**src/rtl/dma_cfg.svh**
```systemverilog
// Offsets, field positions, reset values and sizes for the two-channel DMA block
// Contract
// - In block mode each byte or word moved lowers the block remaining count by one.
// - One request bursts until remaining count is zero, then reloads from block size.
// - At block end restore the block-side address, honouring size, direction and step enable.
// - Each block lowers the block counter; at zero clear transfer enable and stop.
// - Transfer end with end interrupt enable set raises an interrupt request; the code also requires the channel's mask bit to be set.
// - In normal mode the USB request line activates transfers, sensed by level.
// - While the USB request line is high the channel idles awaiting a request.
// - While the USB request line is low transfer continuously, releasing bus per unit.
// - USB request returning high during transfer halts and waits for a new request.
// - Auto request starts on register setting alone; cycle steal or burst selectable.
// - Cycle steal releases the bus after every byte or word, alternating with CPU.
// - Burst mode holds the bus until the whole transfer is finished.
// - On bus release grant channel 0 before 1; never switch mid burst or block.
`ifndef DMA_CFG_SVH
`define DMA_CFG_SVH

// ==========================================================
// Sizes
`define DMA_CH_N 2
`define DMA_ADDR_W 24
`define DMA_DATA_W 16
`define DMA_CTRL_W 11

// ==========================================================
// Register offsets
`define REG_SRC_OFF 5'h00
`define REG_DST_OFF 5'h04
`define REG_COUNT_OFF 5'h08
`define REG_BLKCNT_OFF 5'h0c
`define REG_CTRL_OFF 5'h10
`define REG_CH_BIT 5
`define REG_GLOBAL_BIT 6
`define REG_STATUS_OFF 8'h40
`define REG_MASK_OFF 8'h44
`define REG_STATE_OFF 8'h48

// ==========================================================
// Control field positions
`define CTRL_SIZE_WORD 0
`define CTRL_SRC_DIR 1
`define CTRL_DST_DIR 2
`define CTRL_SRC_EN 3
`define CTRL_DST_EN 4
`define CTRL_BLOCK_SIDE 5
`define CTRL_BLOCK_MODE 6
`define CTRL_AUTO_REQ 7
`define CTRL_BURST 8
`define CTRL_XFER_EN 9
`define CTRL_END_IE 10

// ==========================================================
// Reset values
`define RST_ADDR 24'h000000
`define RST_COUNT8 8'h00
`define RST_COUNT16 16'h0000
`define RST_CTRL 11'h000
`define RST_MASK 2'h0
`define RST_RDATA 32'h00000000

`endif

```
**src/rtl/dma_pkg.sv**
```systemverilog
// Types shared by the DMA block and its helpers
package dma_pkg;
  `include "dma_cfg.svh"

  typedef struct packed {
    logic endIntEnable;
    logic channelTransferEnable;
    logic burstMode;
    logic autoRequest;
    logic blockMode;
    logic blockSideSelect;
    logic destStepEnable;
    logic sourceStepEnable;
    logic destStepDirection;
    logic sourceStepDirection;
    logic transferSizeSelect;
  } channel_control_t;

  typedef struct packed {
    logic [`DMA_ADDR_W-1:0] addr;
    logic read;
    logic write;
    logic [`DMA_DATA_W-1:0] wdata;
    logic [1:0] byteEn;
  } mem_req_t;

  typedef enum logic [6:0] {
    ST_IDLE = 7'h01,
    ST_ACQ = 7'h02,
    ST_RD = 7'h04,
    ST_WR = 7'h08,
    ST_STEP = 7'h10,
    ST_DECIDE = 7'h20,
    ST_REL = 7'h40
  } xfer_state_t;
endpackage

```
**src/rtl/dma_block_and_request_transfer.sv**
```systemverilog
// Two-channel DMA transfer sequencer with Avalon-MM registers
//
// Design decisions made here: the register offsets and register access over Avalon-MM.
`timescale 1ns/1ps
`include "dma_cfg.svh"
module dma_block_and_request_transfer (
  input wire logic ref_clk,
  input wire logic rst,
  input wire logic [7:0] avs_address,
  input wire logic avs_read,
  input wire logic avs_write,
  input wire logic [31:0] avs_writedata,
  output logic [31:0] avs_readdata,
  output logic avs_waitrequest,
  input wire logic [1:0] usb_dma_request_n,
  output logic busRequest,
  input wire logic busGrant,
  output dma_pkg::mem_req_t memReq,
  input wire logic [15:0] memReadData,
  input wire logic memWaitRequest,
  output logic irq
);
  import dma_pkg::*;

  // ==========================================================
  // Helpers
  function automatic logic [`DMA_ADDR_W-1:0] stepAddr(input logic [`DMA_ADDR_W-1:0] a, input logic en,
                                                        input logic dir, input logic word);
    logic [`DMA_ADDR_W-1:0] stride;
    stride = word ? 24'h000002 : 24'h000001;
    if (!en) begin
      stepAddr = a;
    end else if (dir) begin
      stepAddr = a - stride;
    end else begin
      stepAddr = a + stride;
    end
  endfunction

  function automatic logic [1:0] laneEnable(input logic word, input logic a0);
    if (word) begin
      laneEnable = 2'h3;
    end else begin
      laneEnable = a0 ? 2'h2 : 2'h1;
    end
  endfunction

  // ==========================================================
  // State
  channel_control_t ctrl_r [0:1];
  logic [`DMA_ADDR_W-1:0] srcAddress_r [0:1];
  logic [`DMA_ADDR_W-1:0] dstAddress_r [0:1];
  logic [`DMA_ADDR_W-1:0] srcBase_r [0:1];
  logic [`DMA_ADDR_W-1:0] dstBase_r [0:1];
  logic [7:0] blockRemainingCount_r [0:1];
  logic [7:0] blockSizeReload_r [0:1];
  logic [15:0] blockCounter_r [0:1];
  logic [1:0] endEvent_r;
  logic blockEnd_r;
  logic activeCh_r;
  xfer_state_t state_r;
  logic busRequest_r;
  mem_req_t memReq_r;
  logic waitReq_r;
  logic [31:0] readData_r;

  logic [1:0] reqLevel;
  logic [1:0] pending;
  logic [1:0] status;
  logic [1:0] mask;
  logic [1:0] endIntEnVec;
  logic [1:0] readClear;
  logic access;
  logic wrAccess;
  logic inChannel;
  logic regCh;
  logic [4:0] regOff;
  logic maskWrite;
  channel_control_t actCtrl;
  logic continueXfer;

  // ==========================================================
  // Request synchroniser and interrupt block
  req_sync u_req_sync (
    .ref_clk(ref_clk),
    .rst(rst),
    .asyncIn(usb_dma_request_n),
    .syncOut(reqLevel)
  );

  dma_irq_ctrl u_irq (
    .ref_clk(ref_clk),
    .rst(rst),
    .endEvent(endEvent_r),
    .endIntEnable(endIntEnVec),
    .readClear(readClear),
    .maskWrite(maskWrite),
    .maskData(avs_writedata[1:0]),
    .status(status),
    .mask(mask),
    .irq(irq)
  );

  // ==========================================================
  // Bus slave decode
  always_comb begin
    access = (avs_read | avs_write) & ~waitReq_r;
    wrAccess = access & avs_write;
    inChannel = ~avs_address[`REG_GLOBAL_BIT] & ~avs_address[7];
    regCh = avs_address[`REG_CH_BIT];
    regOff = avs_address[4:0];
    maskWrite = wrAccess & (avs_address == `REG_MASK_OFF);
    // Only bits that were shown to software are cleared
    readClear = (access & avs_read & (avs_address == `REG_STATUS_OFF)) ? readData_r[1:0] : 2'h0;
    endIntEnVec = {ctrl_r[1].endIntEnable, ctrl_r[0].endIntEnable};
  end

  // One wait cycle, then the answer for one cycle
  always_ff @(posedge ref_clk) begin
    if (rst) begin
      waitReq_r <= 1'b1;
    end else if ((avs_read | avs_write) && waitReq_r) begin
      waitReq_r <= 1'b0;
    end else begin
      waitReq_r <= 1'b1;
    end
  end

  always_ff @(posedge ref_clk) begin
    if (rst) begin
      readData_r <= `RST_RDATA;
    end else if (avs_read && waitReq_r) begin
      readData_r <= 32'h00000000;
      if (inChannel) begin
        case (regOff)
          `REG_SRC_OFF: readData_r <= {8'h00, srcAddress_r[regCh]};
          `REG_DST_OFF: readData_r <= {8'h00, dstAddress_r[regCh]};
          `REG_COUNT_OFF: readData_r <= {16'h0000, blockSizeReload_r[regCh], blockRemainingCount_r[regCh]};
          `REG_BLKCNT_OFF: readData_r <= {16'h0000, blockCounter_r[regCh]};
          `REG_CTRL_OFF: readData_r <= {21'h000000, ctrl_r[regCh]};
          default: readData_r <= 32'h00000000;
        endcase
      end else begin
        case (avs_address)
          `REG_STATUS_OFF: readData_r <= {30'h00000000, status};
          `REG_MASK_OFF: readData_r <= {30'h00000000, mask};
          `REG_STATE_OFF: readData_r <= {24'h000000, activeCh_r, state_r};
          default: readData_r <= 32'h00000000;
        endcase
      end
    end
  end

  // ==========================================================
  // Activation and priority
  always_comb begin
    for (int i = 0; i < `DMA_CH_N; i++) begin
      // Auto request needs only the enable; USB request needs a low level
      pending[i] = ctrl_r[i].channelTransferEnable & (ctrl_r[i].autoRequest | ~reqLevel[i]);
    end
    actCtrl = ctrl_r[activeCh_r];
    if (!actCtrl.channelTransferEnable) begin
      continueXfer = 1'b0;
    end else if (actCtrl.blockMode) begin
      // A block never yields the bus midway
      continueXfer = ~blockEnd_r | (actCtrl.autoRequest & actCtrl.burstMode);
    end else begin
      continueXfer = actCtrl.autoRequest & actCtrl.burstMode;
    end
  end

  // ==========================================================
  // Transfer sequencer
  always_ff @(posedge ref_clk) begin
    if (rst) begin
      state_r <= ST_IDLE;
      activeCh_r <= 1'b0;
      busRequest_r <= 1'b0;
      memReq_r <= '0;
    end else begin
      case (state_r)
        ST_IDLE: begin
          if (|pending) begin
            activeCh_r <= ~pending[0];
            busRequest_r <= 1'b1;
            state_r <= ST_ACQ;
          end
        end
        ST_ACQ: begin
          if (busGrant) begin
            memReq_r.addr <= srcAddress_r[activeCh_r];
            memReq_r.byteEn <= laneEnable(actCtrl.transferSizeSelect, srcAddress_r[activeCh_r][0]);
            memReq_r.read <= 1'b1;
            state_r <= ST_RD;
          end
        end
        ST_RD: begin
          if (!memWaitRequest) begin
            if (actCtrl.transferSizeSelect) begin
              memReq_r.wdata <= memReadData;
            end else if (srcAddress_r[activeCh_r][0]) begin
              memReq_r.wdata <= {memReadData[15:8], memReadData[15:8]};
            end else begin
              memReq_r.wdata <= {memReadData[7:0], memReadData[7:0]};
            end
            memReq_r.read <= 1'b0;
            memReq_r.write <= 1'b1;
            memReq_r.addr <= dstAddress_r[activeCh_r];
            memReq_r.byteEn <= laneEnable(actCtrl.transferSizeSelect, dstAddress_r[activeCh_r][0]);
            state_r <= ST_WR;
          end
        end
        ST_WR: begin
          if (!memWaitRequest) begin
            memReq_r.write <= 1'b0;
            state_r <= ST_STEP;
          end
        end
        ST_STEP: begin
          state_r <= ST_DECIDE;
        end
        ST_DECIDE: begin
          if (continueXfer) begin
            memReq_r.addr <= srcAddress_r[activeCh_r];
            memReq_r.byteEn <= laneEnable(actCtrl.transferSizeSelect, srcAddress_r[activeCh_r][0]);
            memReq_r.read <= 1'b1;
            state_r <= ST_RD;
          end else begin
            // Drop the bus so the CPU gets a cycle and the request level is looked at afresh
            busRequest_r <= 1'b0;
            state_r <= ST_REL;
          end
        end
        ST_REL: begin
          state_r <= ST_IDLE;
        end
        default: begin
          state_r <= ST_IDLE;
          busRequest_r <= 1'b0;
          memReq_r <= '0;
        end
      endcase
    end
  end

  // ==========================================================
  // Channel registers: software writes, then hardware counting
  always_ff @(posedge ref_clk) begin
    if (rst) begin
      for (int i = 0; i < `DMA_CH_N; i++) begin
        ctrl_r[i] <= channel_control_t'(`RST_CTRL);
        srcAddress_r[i] <= `RST_ADDR;
        dstAddress_r[i] <= `RST_ADDR;
        srcBase_r[i] <= `RST_ADDR;
        dstBase_r[i] <= `RST_ADDR;
        blockRemainingCount_r[i] <= `RST_COUNT8;
        blockSizeReload_r[i] <= `RST_COUNT8;
        blockCounter_r[i] <= `RST_COUNT16;
      end
      endEvent_r <= 2'h0;
      blockEnd_r <= 1'b0;
    end else begin
      endEvent_r <= 2'h0;
      if (wrAccess && inChannel) begin
        case (regOff)
          `REG_SRC_OFF: begin
            srcAddress_r[regCh] <= avs_writedata[`DMA_ADDR_W-1:0];
            srcBase_r[regCh] <= avs_writedata[`DMA_ADDR_W-1:0];
          end
          `REG_DST_OFF: begin
            dstAddress_r[regCh] <= avs_writedata[`DMA_ADDR_W-1:0];
            dstBase_r[regCh] <= avs_writedata[`DMA_ADDR_W-1:0];
          end
          `REG_COUNT_OFF: begin
            blockRemainingCount_r[regCh] <= avs_writedata[7:0];
            blockSizeReload_r[regCh] <= avs_writedata[15:8];
          end
          `REG_BLKCNT_OFF: blockCounter_r[regCh] <= avs_writedata[15:0];
          `REG_CTRL_OFF: ctrl_r[regCh] <= channel_control_t'(avs_writedata[`DMA_CTRL_W-1:0]);
          default: ;
        endcase
      end
      if (state_r == ST_STEP) begin
        blockEnd_r <= 1'b0;
        srcAddress_r[activeCh_r] <= stepAddr(srcAddress_r[activeCh_r], actCtrl.sourceStepEnable,
                                             actCtrl.sourceStepDirection, actCtrl.transferSizeSelect);
        dstAddress_r[activeCh_r] <= stepAddr(dstAddress_r[activeCh_r], actCtrl.destStepEnable,
                                             actCtrl.destStepDirection, actCtrl.transferSizeSelect);
        if (actCtrl.blockMode) begin
          blockRemainingCount_r[activeCh_r] <= blockRemainingCount_r[activeCh_r] - 8'h01;
          if (blockRemainingCount_r[activeCh_r] == 8'h01) begin
            blockRemainingCount_r[activeCh_r] <= blockSizeReload_r[activeCh_r];
            blockEnd_r <= 1'b1;
            // Block side goes back to the start address it was given
            if (actCtrl.blockSideSelect) begin
              srcAddress_r[activeCh_r] <= srcBase_r[activeCh_r];
            end else begin
              dstAddress_r[activeCh_r] <= dstBase_r[activeCh_r];
            end
            blockCounter_r[activeCh_r] <= blockCounter_r[activeCh_r] - 16'h0001;
            if (blockCounter_r[activeCh_r] == 16'h0001) begin
              ctrl_r[activeCh_r].channelTransferEnable <= 1'b0;
              endEvent_r[activeCh_r] <= 1'b1;
            end
          end
        end else begin
          blockCounter_r[activeCh_r] <= blockCounter_r[activeCh_r] - 16'h0001;
          if (blockCounter_r[activeCh_r] == 16'h0001) begin
            ctrl_r[activeCh_r].channelTransferEnable <= 1'b0;
            endEvent_r[activeCh_r] <= 1'b1;
          end
        end
      end
    end
  end

  // ==========================================================
  // Outputs
  assign avs_readdata = readData_r;
  assign avs_waitrequest = waitReq_r;
  assign busRequest = busRequest_r;
  assign memReq = memReq_r;
endmodule // dma_block_and_request_transfer

```
**src/rtl/req_sync.sv**
```systemverilog
// Two-flop synchroniser for the USB request lines
`timescale 1ns/1ps
module req_sync (
  input wire logic ref_clk,
  input wire logic rst,
  input wire logic [1:0] asyncIn,
  output logic [1:0] syncOut
);
  logic [1:0] stage1_r;
  logic [1:0] stage2_r;

  // Idle level is high, so reset to high to avoid a false request
  always_ff @(posedge ref_clk) begin
    if (rst) begin
      stage1_r <= 2'h3;
      stage2_r <= 2'h3;
    end else begin
      stage1_r <= asyncIn;
      stage2_r <= stage1_r;
    end
  end

  assign syncOut = stage2_r;
endmodule // req_sync

```
**src/rtl/dma_irq_ctrl.sv**
```systemverilog
// Sticky end-of-transfer status, mask and interrupt output
`timescale 1ns/1ps
`include "dma_cfg.svh"
module dma_irq_ctrl (
  input wire logic ref_clk,
  input wire logic rst,
  input wire logic [1:0] endEvent,
  input wire logic [1:0] endIntEnable,
  input wire logic [1:0] readClear,
  input wire logic maskWrite,
  input wire logic [1:0] maskData,
  output logic [1:0] status,
  output logic [1:0] mask,
  output logic irq
);
  logic [1:0] status_r;
  logic [1:0] mask_r;
  logic irq_r;
  logic [1:0] status_nxt;

  // Set wins over the read clear
  always_comb begin
    status_nxt = (status_r & ~readClear) | endEvent;
  end

  always_ff @(posedge ref_clk) begin
    if (rst) begin
      status_r <= 2'h0;
    end else begin
      status_r <= status_nxt;
    end
  end

  always_ff @(posedge ref_clk) begin
    if (rst) begin
      mask_r <= `RST_MASK;
    end else if (maskWrite) begin
      mask_r <= maskData;
    end
  end

  always_ff @(posedge ref_clk) begin
    if (rst) begin
      irq_r <= 1'b0;
    end else begin
      irq_r <= |(status_nxt & mask_r & endIntEnable);
    end
  end

  assign status = status_r;
  assign mask = mask_r;
  assign irq = irq_r;
endmodule // dma_irq_ctrl

```
**config.mk**
```make
export PLATFORM = sky130hd
export DESIGN_NAME = dma_block_and_request_transfer
export DESIGN_NICKNAME = d
export VERILOG_FILES = /design/src/rtl/dma_pkg.sv /design/src/rtl/dma_block_and_request_transfer.sv /design/src/rtl/req_sync.sv /design/src/rtl/dma_irq_ctrl.sv
export VERILOG_INCLUDE_DIRS = /design/src /design/src/rtl
export SDC_FILE = /design/constraint.sdc
export NUM_CORES = 1
export LEC_CHECK = 0
export BUFFER_PORTS_ARGS = -buffer_cell sky130_fd_sc_hd__buf_2
export CAP_MARGIN = 20
export CORE_UTILIZATION = 35
export CTS_CLUSTER_DIAMETER = 200
export DETAILED_ROUTE_END_ITERATION = 7
export PLACE_DENSITY_LB_ADDON = 0.2
export SYNTH_ARGS = -nofsm -noshare
export SYNTH_HDL_FRONTEND = slang
export SYNTH_HIERARCHICAL = 1
export SYNTH_SLANG_ARGS = --single-unit
```
**constraint.sdc**
```tcl
create_clock -name ref_clk -period 6.6 [get_ports ref_clk]
set_clock_uncertainty 0.05 [all_clocks]
set_input_delay 0.33 -clock ref_clk [delete_from_list [all_inputs] [get_ports ref_clk]]
set_output_delay 0.33 -clock ref_clk [all_outputs]
set_load 0.03 [all_outputs]
```
==> impl_results.md <==
* Status: finished clean
* Rel. slew slack at 36.97%
* Clock Path Buffers at 3
* Area Growth Syn to Fin at 14.21%
* Crit Path Class: reg2reg
* Maximum vdd drop at 0.1818 mV
* CTS hold repair buffers at 5
* Fmax at 206.8 MHz
* Row cnt at 90
* Die Y at 250.5 µm
* Syn Area/Cell at 9.798 µm²
* Worst skew pair latency at 590 ps
* Unrepaired setup endpoints after global routing: false
* WL/cell at 23.95 µm
* Slew Viols, Final at 0
* Adder-cell share of the synthesized area at 3.311%
* Simple-Gate Fraction of Synth Area at 16.43%
* Hold Crit Class: in2reg
* CP startpoint kind: flip-flop
* GRT Util Overall at 23.56%
* Yosys warns at 6
* H-tree depth at 2
* Dominant cell type by area after synthesis: edfxtp_1
* Critical path, cell by cell: buf_4, mux2i_1, inv_1, ha_1, nor2b_4, o31a_1, o31a_1, a211o_4, a21oi_1, o21ai_0, mux2i_1, a2111oi_0, a21oi_1, mux2_2
* Slowest-stage cell, CP: dfxtp_4
* Routed wire length at 74.60 mm
* # clock sinks at 369
* Initial core utilization at 35.61%
* Vias in the first global route at 17238
* Number of flops mapped to enable cells by yosys at 276
* DP Area at 23020 µm²
* Register area share after synthesis at 46.96%
* Number of max-cap violations at 0
* WP buf/inv at 2
* Antenna violations before repair at 0
* Global-route wire length before repair at 110.8 mm
* Layer with the highest usage: met2
* Nature of the critical path endpoint: flip-flop
* WHS at 56.78 ps
* Post-CTS setup buffers at 0
* Maximum fanout along the worst path at 39
* Vias at 17862
* WP data required at 6890 ps
* Top-area cell type share of the netlist area at 38.34%
* Pwr dens at 335.6 nW/µm²
* Yosys cell types at 79
* Die ar. at 62750 µm²
* Grt met3 use at 3.575%
* GR met1 Demand/Resource at 31.92%
* Multiplexer area fraction after synthesis at 11.25%
* Synth Area in Compound Gates at 16.28%
* Worst Path Arrival at 5120 ps
* Hpwl dp at 51.86 mm
* DRC viols at 0
* Syn Inst Count at 2206
* Global route overflow at 0
* Fin area at 24680 µm²
* CP top delay family: compound AO/OA/AOI/OAI gates
* Die W at 250.5 µm
* Leak pwr at 9.291 nW
* Routability Congestion at 0.8920
* Final nets at 2412
* IO Port Bufs at 126
* Largest family of logic cells by synthesized area: simple AND/OR/NAND/NOR gates
* Pwr Total at 8.285 mW
* DRT Pass-1 Iters at 5
* Dominant synthesized flop cell: edfxtp_1
* Fin. Hold Viols at 0
* Slew at the pin closest to its max-slew limit at 945.4 ps
* Min Tclk post-route at 4835 ps
* Asr flop ratio synth at 0%
* XOR/XNOR Fraction of Synth Area at 1.864%
* Boundary pin count at 143
* Post-CTS Resized at 0
* Clock tree from TritonCTS: built
* Antenna Nets Post-Route at 0
* Root buf cell: clkbuf_16
* CP peak stage delay at 830 ps
* Final setup violation count at 0
* Cts bufs inserted at 45
* Reg clk slew, reported paths at 60 ps
* Largest net degree at the start of global routing at 74
* Setup tns final at 0 ps
* Number of synthesized register bits at 369
* Synth area leaders: edfxtp_1 (38%), dfxtp_1 (8.6%), mux2i_1 (8.3%)
* CORE AREA at 60700 µm²
* Initial drt markers at 1345
* Met2 usage at 38.21%
* Via density at 5.734
* Period utilization at 73.25%
* Layout cells sized above 1 at 14.30%
* Mapped cell area at 21610 µm²
[synth_stat cells, types with 14 or more instances]
library cell and count:
a22oi_1 38, o22ai_1 20, nor3_1 47, xnor2_1 18
nand2b_1 27, nor2_1 153, edfxtp_1 276, o21ai_0 249
and2_1 140, xor2_1 28, buf_4 17, mux2i_1 180
o221ai_1 19, ha_1 54, nand3_1 75, mux2_2 48
nand2_1 204, dfxtp_1 93, a211oi_1 21, a221oi_1 14
clkbuf_1 103, buf_2 19, inv_1 53, a21oi_1 120
[metrics by stage]
step	util [%]	worst slack, ps	std cells
floorplan	-	2264	2213
global placement	37.93	1873	3019
detailed placement	37.93	1842	3019
CTS	40.61	1824	3108
global route	40.65	1488	3111
finish	40.67	1765	3115
[state kept, by name (all words and copies together), names as in the netlist, 7 cells and up, named ones only]
name                   count
blockCounter_r            32
state_r                    7
avs_readdata              24
blockSizeReload_r         16
memReq                    44
srcAddress_r              48
srcBase_r                 48
dstBase_r                 48
ctrl_r                    22
dstAddress_r              48
blockRemainingCount_r     16
[where the power goes]
group | internal (mW) | switching, mW | total, mW
logic | 1.04 | 1.80 | 2.84
registers | 2.64 | 0.150 | 2.79
clock network | 1.62 | 1.04 | 2.66
[logic make-up (layout without fill, tap and decap cells)]
group / count (synthesis) / count (layout)
compound gates: 580 / 580
other cells: 1 / 12
xor+xnor: 46 / 46
simple gates: 722 / 722
flops: 369 / 369
fa+ha+maj: 56 / 56
buf+inv: 200 / 316
mux: 232 / 232
[worst reg2reg max path, delay by kind of cell, from the launching register on]
family	cells	cell delay [ps]
AO/OA/AOI/OAI	7	1920
adder cells (fa/ha/maj)	1	340
buffers and inverters	2	560
flip-flops	1	830
multiplexers	3	740
AND/OR/NAND/NOR	1	150
[cells in the final DEF, fill, tap and decap left out, types with 12 or more instances in the layout]
cell type  synthesis  final
a31oi_1           12     12
o21ai_0          249    245
xnor2_1           18     18
nor2_1           153    150
nand3_1           75     75
nand2_1          204    203
and2_1           140    140
buf_4             17     48
o22ai_1           20     20
buf_2             19    124
inv_1             53     53
nand2b_1          27     24
a21oi_1          120    120
mux2_2            48     48
nor3_1            47     47
ha_1              54     54
o221ai_1          19     19
clkbuf_16          0     47
mux2i_1          180    178
o211ai_1          12     12
dfxtp_1           93     92
a22oi_1           38     38
a211oi_1          21     21
edfxtp_1         276    276
xor2_1            28     28
a221oi_1          14     14
[final timing paths]
check                           slack [ps]                          endpoint  cells past startpoint                         startpoint
worst max-delay path                  1770     srcAddress_r[1][16]$_DFFE_PP_                     14                          flip-flop
worst min-delay path                    60        u_irq/status[1]$_SDFF_PP0_                      2                                rst
worst max register to register        1770     srcAddress_r[1][16]$_DFFE_PP_                     14                          flip-flop
worst min register to register         360  u_req_sync/syncOut[1]$_SDFF_PP1_                      1  u_req_sync/stage1_r[1]$_SDFF_PP1_
[area by class of cell]
cell class	instances	area (µm²)
Timing Repair Buffer	179	1062
Inverter	53	198.9
Tap cell	782	978.4
Multi-Input combinational cell	1644	10700
Fill cell	5976	36010
Clock inverter	26	330.3
Clock buffer	58	1247
Sequential cell	369	10150
Antenna cell	4	10.01
[routing by layer]
layer,part of all wire (%),wire (µm),up-vias
met4,3.1,2285,0
met5,0,0,-
met1,44,33060,8826
met2,47,34720,632
li1,-,-,8290
met3,6.1,4541,114
No activity file was read; power rests on OpenSTA's default activity.
